--- config.mk ---
export PLATFORM = sky130hd
export DESIGN_NAME = rts_scan_ctrl
export DESIGN_NICKNAME = d
export VERILOG_FILES = /design/src/pkg/rts_pkg.sv /design/src/hw/rts_settle_timer.sv /design/src/hw/rts_scan_ctrl.sv
export SDC_FILE = /design/constraint.sdc
export NUM_CORES = 1
export LEC_CHECK = 0
export ABC_CLOCK_PERIOD_IN_PS = 2600
export BUFFER_PORTS_ARGS = -buffer_cell sky130_fd_sc_hd__buf_2
export CORE_AREA = 4 4 103 95
export CTS_BUF_LIST = sky130_fd_sc_hd__clkbuf_16
export DETAILED_ROUTE_END_ITERATION = 8
export DIE_AREA = 0 0 107 99
export PLACE_DENSITY_LB_ADDON = 0.05
export SYNTH_ARGS = -nofsm -noshare
export SYNTH_HDL_FRONTEND = slang
export SYNTH_SLANG_ARGS = --single-unit
export TNS_END_PERCENT = 5
--- constraint.sdc ---
create_clock -name mclk_i -period 2.6 [get_ports mclk_i]
set_clock_uncertainty 0.2 [all_clocks]
set_input_delay 0.39 -clock mclk_i [delete_from_list [all_inputs] [get_ports mclk_i]]
set_output_delay 0.39 -clock mclk_i [all_outputs]
set_load 0.05 [all_outputs]
--- src/pkg/rts_pkg.sv ---
// package: constants for the resistive touch scan control block
package rts_pkg;
    localparam int          SAMPLE_W      = 10;
    localparam logic [2:0]  SEL_AXIS_A    = 3'h6;     // select two high, one high, zero low
    localparam logic [2:0]  SEL_AXIS_B    = 3'h1;     // select two low, one low, zero high
    localparam logic [9:0]  NO_PRESS_LIM  = 10'h3a0;
    localparam logic [9:0]  CODE_MAX      = 10'h3ff;
    localparam int          CLK_MHZ       = 50;
    localparam int          SETTLE_US     = 20;
    localparam int          SETTLE_CYC    = SETTLE_US * CLK_MHZ;
endpackage

--- src/hw/rts_settle_timer.sv ---
// settling timer: counts a programmed interval after each restart
`timescale 1ns/1ps
module rts_settle_timer #(
    parameter int CNT_W = 16
) (
    input  wire logic             mclk_i,
    input  wire logic             rst_n_i,
    input  wire logic             start_i,
    input  wire logic [CNT_W-1:0] len_i,
    output logic                  done_o
);
    if (CNT_W < 1) begin : g_bad_width
        $error("counter width out of range");
    end

    logic [CNT_W-1:0] cnt_reg;
    logic [CNT_W-1:0] cnt_next;
    logic             done_reg;
    logic             done_next;

    always_comb begin
        cnt_next  = cnt_reg;
        done_next = done_reg;
        if (start_i) begin
            cnt_next  = len_i;
            done_next = 1'b0;
        end else if (cnt_reg > 1) begin
            cnt_next = cnt_reg - 1'b1;
        end else if (!done_reg) begin
            cnt_next  = '0;
            done_next = 1'b1;
        end
    end

    always_ff @(posedge mclk_i or negedge rst_n_i) begin
        if (!rst_n_i) begin
            cnt_reg  <= '0;
            done_reg <= 1'b0;
        end else begin
            cnt_reg  <= cnt_next;
            done_reg <= done_next;
        end
    end

    assign done_o = done_reg;
endmodule // rts_settle_timer

--- src/hw/rts_scan_ctrl.sv ---
// top: four-wire resistive panel scan sequencer and touch classifier
// What this block does
// axis a: pattern 110, sample channel zero
// axis b: pattern 001, sample channel one
// only the two axis patterns appear
// axes measured one at a time, swapped
// samples are unsigned ten-bit codes
// above 0x3a0 is no press, nothing forwarded
// wait settling interval; no conversion started before it ends
`timescale 1ns/1ps
module rts_scan_ctrl #(
    parameter int CNT_W      = 16,
    parameter int SETTLE_CYC = rts_pkg::SETTLE_CYC
) (
    input  wire logic        mclk_i,
    input  wire logic        rst_n_i,
    input  wire logic        scan_en_i,
    input  wire logic [CNT_W-1:0] settle_len_i,
    output logic             axis_select_0_o,
    output logic             axis_select_1_o,
    output logic             axis_select_2_o,
    output logic             conv_start_o,
    output logic             conv_channel_o,
    input  wire logic        conv_done_i,
    input  wire logic [9:0]  conv_data_i,
    output logic [9:0]       pos_a_o,
    output logic [9:0]       pos_b_o,
    output logic             pos_valid_o,
    output logic             pen_down_o
);
    // ---------------------------------------------------------------
    // elaboration checks
    // ---------------------------------------------------------------
    if (CNT_W < 2 || CNT_W > 30) begin : g_bad_width
        $error("counter width out of range");
    end
    if (SETTLE_CYC < 1 || SETTLE_CYC >= (1 << CNT_W)) begin : g_bad_settle
        $error("settle count does not fit counter");
    end

    typedef enum logic [2:0] {
        ST_IDLE,
        ST_SETTLE_A,
        ST_CONV_A,
        ST_SETTLE_B,
        ST_CONV_B
    } rts_state_t;

    // ---------------------------------------------------------------
    // sequencer
    // ---------------------------------------------------------------
    rts_state_t  state_reg;
    rts_state_t  state_next;
    logic [2:0]  sel_reg;
    logic [2:0]  sel_next;
    logic        start_reg;
    logic        start_next;
    logic        chan_reg;
    logic        chan_next;
    logic [9:0]  samp_a_reg;
    logic [9:0]  samp_a_next;
    logic [9:0]  pos_a_reg;
    logic [9:0]  pos_a_next;
    logic [9:0]  pos_b_reg;
    logic [9:0]  pos_b_next;
    logic        valid_reg;
    logic        valid_next;
    logic        pen_reg;
    logic        pen_next;
    logic        tmr_start;
    logic        settled;
    logic [CNT_W-1:0] settle_len;

    assign settle_len = (settle_len_i == '0) ? CNT_W'(SETTLE_CYC) : settle_len_i;

    rts_settle_timer #(
        .CNT_W (CNT_W)
    ) u_settle (
        .mclk_i  (mclk_i),
        .rst_n_i (rst_n_i),
        .start_i (tmr_start),
        .len_i   (settle_len),
        .done_o  (settled)
    );

    always_comb begin
        state_next  = state_reg;
        sel_next    = sel_reg;
        start_next  = 1'b0;
        chan_next   = chan_reg;
        samp_a_next = samp_a_reg;
        pos_a_next  = pos_a_reg;
        pos_b_next  = pos_b_reg;
        valid_next  = 1'b0;
        pen_next    = pen_reg;
        tmr_start   = 1'b0;
        case (state_reg)
            ST_IDLE: begin
                if (scan_en_i) begin
                    sel_next   = rts_pkg::SEL_AXIS_A;
                    chan_next  = 1'b0;
                    tmr_start  = 1'b1;
                    state_next = ST_SETTLE_A;
                end
            end
            ST_SETTLE_A: begin
                if (settled && !tmr_start) begin
                    start_next = 1'b1;
                    state_next = ST_CONV_A;
                end
            end
            ST_CONV_A: begin
                if (conv_done_i) begin
                    samp_a_next = conv_data_i;
                    sel_next    = rts_pkg::SEL_AXIS_B;
                    chan_next   = 1'b1;
                    tmr_start   = 1'b1;
                    state_next  = ST_SETTLE_B;
                end
            end
            ST_SETTLE_B: begin
                if (settled && !tmr_start) begin
                    start_next = 1'b1;
                    state_next = ST_CONV_B;
                end
            end
            ST_CONV_B: begin
                if (conv_done_i) begin
                    if (samp_a_reg > rts_pkg::NO_PRESS_LIM ||
                        conv_data_i > rts_pkg::NO_PRESS_LIM) begin
                        pen_next = 1'b0;
                    end else begin
                        pen_next   = 1'b1;
                        pos_a_next = samp_a_reg;
                        pos_b_next = conv_data_i;
                        valid_next = 1'b1;
                    end
                    if (scan_en_i) begin
                        sel_next   = rts_pkg::SEL_AXIS_A;
                        chan_next  = 1'b0;
                        tmr_start  = 1'b1;
                        state_next = ST_SETTLE_A;
                    end else begin
                        state_next = ST_IDLE;
                    end
                end
            end
            default: begin
                state_next = ST_IDLE;
                sel_next   = rts_pkg::SEL_AXIS_A;
            end
        endcase
    end

    always_ff @(posedge mclk_i or negedge rst_n_i) begin
        if (!rst_n_i) begin
            state_reg  <= ST_IDLE;
            sel_reg    <= rts_pkg::SEL_AXIS_A;
            start_reg  <= 1'b0;
            chan_reg   <= 1'b0;
            samp_a_reg <= '0;
            pos_a_reg  <= '0;
            pos_b_reg  <= '0;
            valid_reg  <= 1'b0;
            pen_reg    <= 1'b0;
        end else begin
            state_reg  <= state_next;
            sel_reg    <= sel_next;
            start_reg  <= start_next;
            chan_reg   <= chan_next;
            samp_a_reg <= samp_a_next;
            pos_a_reg  <= pos_a_next;
            pos_b_reg  <= pos_b_next;
            valid_reg  <= valid_next;
            pen_reg    <= pen_next;
        end
    end

    assign axis_select_0_o = sel_reg[0];
    assign axis_select_1_o = sel_reg[1];
    assign axis_select_2_o = sel_reg[2];
    assign conv_start_o    = start_reg;
    assign conv_channel_o  = chan_reg;
    assign pos_a_o         = pos_a_reg;
    assign pos_b_o         = pos_b_reg;
    assign pos_valid_o     = valid_reg;
    assign pen_down_o      = pen_reg;

    // ---------------------------------------------------------------
    // settle witness: cycles since the last timer restart
    // ---------------------------------------------------------------
    logic [CNT_W-1:0] held_reg;
    logic [CNT_W-1:0] held_next;
    logic [CNT_W-1:0] need_reg;
    logic [CNT_W-1:0] need_next;

    always_comb begin
        held_next = held_reg;
        need_next = need_reg;
        if (tmr_start) begin
            held_next = '0;
            need_next = settle_len;
        end else if (held_reg != '1) begin
            held_next = held_reg + 1'b1;
        end
    end

    always_ff @(posedge mclk_i or negedge rst_n_i) begin
        if (!rst_n_i) begin
            held_reg <= '1;
            need_reg <= '0;
        end else begin
            held_reg <= held_next;
            need_reg <= need_next;
        end
    end
endmodule // rts_scan_ctrl

# --- After elaboration in Yosys (flattened, before gate mapping) ---
# Index checks and enable logic that the tools add are counted.
word_totals:
  register_bits: 57
  latchBits: 0
  mem_bits_rw: 0
  mem_bits_ro: 0
  input_bits: 30
  out_inout_bits: 27
  wordCells: 69
  memories: 0
op_classes:
  n_addsub: 1
  mul: 0
  div: 0
  n_lt_le_gt_ge: 3
  eq_ne: 11
  shift: 0
  n_mux: 30
  n_bitwise: 2
  n_reduce_logical: 11
op_table:
  columns: ["op", "n"]
  rows:
  - ["2-to-1 mux 16 bit", 4]
  - ["2-to-1 mux 3 bit", 8]
  - ["greater-than comparator 10 bit, second input constant", 2]
  - ["greater-than comparator 16 x 1 -> 1 bit, second input constant", 1]
  - ["logical NOT 16 bit", 1]
  - ["subtractor 16 x 1 -> 16 bit, second input constant", 1]
  - ["one-hot mux 3 bit (5 select lines)", 1]
  - ["2-to-1 mux 1 bit", 14]
  - ["one-hot mux 3 bit (4 select lines)", 1]
  - ["AND reduction 3 bit", 3]
  - ["!= test 2 bit, second input constant", 4]
  - ["equality test 3 x 2 -> 1 bit, second input constant", 2]
  - ["one-hot mux 1 bit (3 select lines)", 2]
  - ["AND reduction 5 bit", 1]
  - ["!= test 2 x 1 -> 1 bit, second input constant", 2]
  - ["AND reduction 2 bit", 2]
  - ["equality test 3 x 1 -> 1 bit, second input constant", 1]
  - ["equality test 3 bit, second input constant", 1]
  - ["logical NOT 3 bit", 1]
  - ["!= test 3 bit, second input constant", 1]
  - ["nonzero test 3 bit", 1]
  - ["NOT 1 bit", 2]
  - ["OR reduction 2 bit", 1]
  - ["logical OR 1 bit", 1]

# --- Longest topological paths before layout ---
depth:
  ltp_word: 5
  depth_mapped: 6
  mapped_depth_nobuf: 6

# --- Cells and area by module ---
# From an unflattened synthesis, not the netlist that was laid out.
unflattened:
  hier_cells: 252
  hier_area_um2: 2805.2
by_module_without_submodules:
  columns: ["module", "instances", "cells_per_inst", "area_per_inst_um2", "seq_area_each_um2"]
  rows:
  - ["rts_scan_ctrl", 1, 138, 1729.2, 977.2]
  - ["rts_settle_timer", 1, 114, 1076.0, 425.4]

# --- Worst setup path before layout ---
# OpenSTA, ideal clock, no wires.
synth_path:
  kind: "flip-flop to flip-flop"
  start: "register samp_a_reg[0]"
  end: "register pos_b_reg[1] (netlist: pos_b_o[1])"
  setup_time_ps: 125
  arrival_time_ps: 1921
  required_ps: 2275
  setup_slack_ps: 354
  path_stages_with_launch: 7
  path_buffers: 1
  synth_period_minus_slack_ps: 2246
  path_cell_list: "dfrtp_1 > or4_1 > o21a_1 > o2111ai_1 > o211a_2 > buf_4 > mux2_2"
synth_via:
  elab_chain_len: 4
synth_lines:
  columns: ["element", "line_no", "source"]
  rows:
  - ["start: declaration", "rts_scan_ctrl.sv:60", "logic [9:0] samp_a_reg;"]
  - ["start signal: assignment", "rts_scan_ctrl.sv:171", "samp_a_reg <= samp_a_next;"]
  - ["greater-than comparator 10 bit", "rts_scan_ctrl.sv:129", "if (samp_a_reg > rts_pkg::NO_PRESS_LIM ||"]
  - ["logical OR 1 bit", "rts_scan_ctrl.sv:129", null]
  - ["NOT 1 bit (no line)", null, null]
  - ["AND reduction 3 bit (no line)", null, null]
  - ["end signal: assignment", "rts_scan_ctrl.sv:173", "pos_b_reg <= pos_b_next;"]
  - ["end: declaration", "rts_scan_ctrl.sv:64", "logic [9:0] pos_b_reg;"]
# No other way between the ends.
# A chain may end at the register's enable or synchronous reset.

# --- Worst setup path in the final report ---
layout_path:
  start: "register samp_a_reg[0]"
  end: "register pos_a_reg[6] (netlist: pos_a_o[6])"
layout_via:
  elab_chain_len: 4
layout_lines:
  columns: ["element", "line_no", "source"]
  rows:
  - ["greater-than comparator 10 bit", "rts_scan_ctrl.sv:129", null]
  - ["logical OR 1 bit", "rts_scan_ctrl.sv:129", null]
  - ["NOT 1 bit (no line)", null, null]
  - ["AND reduction 3 bit (no line)", null, null]
  - ["end signal: assignment", "rts_scan_ctrl.sv:172", "pos_a_reg <= pos_a_next;"]
  - ["end: declaration", "rts_scan_ctrl.sv:62", "logic [9:0] pos_a_reg;"]
# No other way between the ends.

==> metrics.cfg <==
[outcome]
status=completed

[yosys]
yosysTopAreaCellShare=0.539
synth_seq_area_share=0.549
synth_area_per_cell_um2=11.7
netlist_area_um2=2550
syn_nets=251
ys_warn_count=0
ys_async_sr_fraction=1.00
synthDistinctLibCells=43
synthFlopType=dfrtp_1
synth_edf_count=0
synthCells=219
synth_top_area_cell=dfrtp_1
ys_ff_latch=56
yosys-top-cells-area=dfrtp_1, mux2_2, o21ai_0

[power_and_ir_drop]
p_seq_frac=0.464
leakage_nw=1.48
max-vdd-ir-drop_mv=0.318
p_sw_frac=0.365
combPwrFrac=0.326
internal-power_mw=1.94
power_density_nw_per_um2=969
p_sw_mw=1.12
pwr-share-clk=0.210

[global_routing]
grt_pass1_vias=1863
grt_max_degree=26
antenna_found_initial=0
grt_usage=0.113
grt_pass1_wl_um=9630
overflow=0

[sta]
worst_pin_slew_ps=470
period_share=0.923
worst_hold_slack_ps=126
fmax_mhz=417
hold_viol_final=0
relSlewSlack=0.684
setup_viol=0
drv_slew=0
tns_ps=0
rsz0062_at_grt=false
fin_crit_ps=2400
setup_slack_ps=201

[floorplanning]
io_pins=57
fp.dieH_um=99
row_count=32
core_area_um2=8570
die_w_um=107
initial_core_util=0.298
die_area_um2=10600

[placed_design]
place_ws_ps=207
dp_hpwl_um=4460
port_buffers=56
gp_congestion=0.771

[clock_network]
clock_sinks=56
cts_resized=0
clkTransAtPathRegs_ps=70
cts_buffers=5
cts_tree=yes
htree_levels=2
max-clock-path-buffers=2
cts-root-buf=clkbuf_16
clk_latency_ps=280

[detailed_routing]
drcViolationCount=0
drtPass1Iterations=4
wl_per_cell_um=14.2
drtIter0Drc=56
totalWireLength_um=5750
postRouteAntennaNets=0
routed_via_density=4.58
via_count=1852

[setup_path]
path_class=reg -> reg
startpoint_type=flop
crit_required_ps=2570
arrival_ps=2370
endpoint_kind=flop
crit_path_max_fanout=14

[run]
cap_viol_max_count=0

[cells_and_area]
num_antenna_cells=0
largest_reg_flops=16
nNetsFinal=317
drive_gt1_frac=0.379
syn_to_final_growth_pct=23.5

[worst_hold_path]
holdCritPathClass=in -> reg

[layout make-up]
class	instances	area, um2
clock buffers	5	125
multi-input cells	149	1080
inverters	7	26.3
clock inverters	2	12.5
flip-flops and latches	56	1400
well taps	119	149
repair buffers	66	358
fillers	881	5420
[kinds of logic after synthesis]
family,synth area share
adders and majority gates,0.00980
DFF,0.549
muxes,0.128
AOI/OAI and AO/OA,0.118
and+or+nand+nor,0.126
xor gates and xnor gates,0.0412
buffers and inverters,0.0279
[routing by layer]
metal	GRT usage	part of all wire	vias up
met4	0.0265	0.0083	0
met3	0.0236	0.033	4
li1	-	-	912
met2	0.170	0.45	32
met5	0	0	-
met1	0.167	0.51	904
[path summary, 6_finish.rpt]
check	from	endpoint	slack, ps	depth (start not counted)
max	samp_a_reg[0]	pos_a_o[6]	200	6
min	settle_len_i[2]	u_settle.cnt_reg[2]	130	3
max reg2reg	samp_a_reg[0]	pos_a_o[6]	200	6
min reg2reg	pos_b_o[4]	pos_b_o[4]	300	1
max in group asynchronous	rst_n_i	u_settle.cnt_reg[7]	1190	3
min in group asynchronous	rst_n_i	pos_a_o[4]	360	2
[what timing repair did]
action,4_1_cts,5_1_grt
buffers inserted,0,0
hold buffers,1,0
hold endpoints to repair,13,0
[power by group through the flow]
| stage | Sequential (mW) | Combinational (mW) | Clock (mW) |
|---|---|---|---|
| 2_1_floorplan | 1.55 | 0.606 | 0 |
| 3_3_place_gp | 1.44 | 1.01 | 0 |
| 3_5_place_dp | 1.43 | 1.02 | 0 |
| 4_1_cts | 1.42 | 1.01 | 0.669 |
| 5_1_grt | 1.45 | 1.11 | 0.709 |
| 6_report | 1.42 | 0.997 | 0.641 |
[placed cells by master (no fill, tap or decap), types with 4 or more instances in the layout]
| master | instances |
|---|---|
| nor2_1 | 17 |
| o21ai_0 | 16 |
| dfrtp_1 | 55 |
| nor4_1 | 7 |
| buf_2 | 56 |
| o21a_1 | 4 |
| clkbuf_16 | 5 |
| buf_4 | 9 |
| xnor2_1 | 9 |
| nand3_1 | 5 |
| mux2_2 | 29 |
| a21oi_1 | 4 |
| o22a_1 | 5 |
| nand2_1 | 15 |
| inv_1 | 7 |
| nor3_1 | 4 |
[worst max-delay path: stages (launching register included)]
cell,delay [ps]
dfrtp_1,380
or4_1,530
o21a_1,200
o2111ai_1,180
o211a_2,210
buf_4,220
mux2_2,350
[stage by stage]
| step | util | power, mW | std cells | instance area [um2] |
|---|---|---|---|---|
| after global routing | 0.368 | 3.27 | 404 | 3150 |
| after detailed placement | 0.351 | 2.44 | 396 | 3010 |
| after CTS | 0.368 | 3.10 | 404 | 3150 |
| final | 0.368 | 3.05 | 404 | 3150 |
| after floorplan | - | 2.16 | 219 | 2550 |
| after global placement | 0.351 | 2.45 | 396 | 3010 |
[cells in the mapped netlist, types with 2 or more instances]
cell type	instances
inv_1	7
nor3_1	4
xnor2_1	9
a21o_2	2
a21oi_1	4
nand2_1	15
o21a_1	4
or4_4	2
clkbuf_1	2
nand3b_1	2
ha_1	2
xor2_1	3
nand3_1	5
nand4_1	2
buf_4	3
nand2b_1	2
mux2_2	29
nor2_1	17
dfrtp_1	55
o22a_1	5
or4_1	2
nor4_1	7
o21ai_0	16
Note: power is estimated with default switching activity, not from simulation.
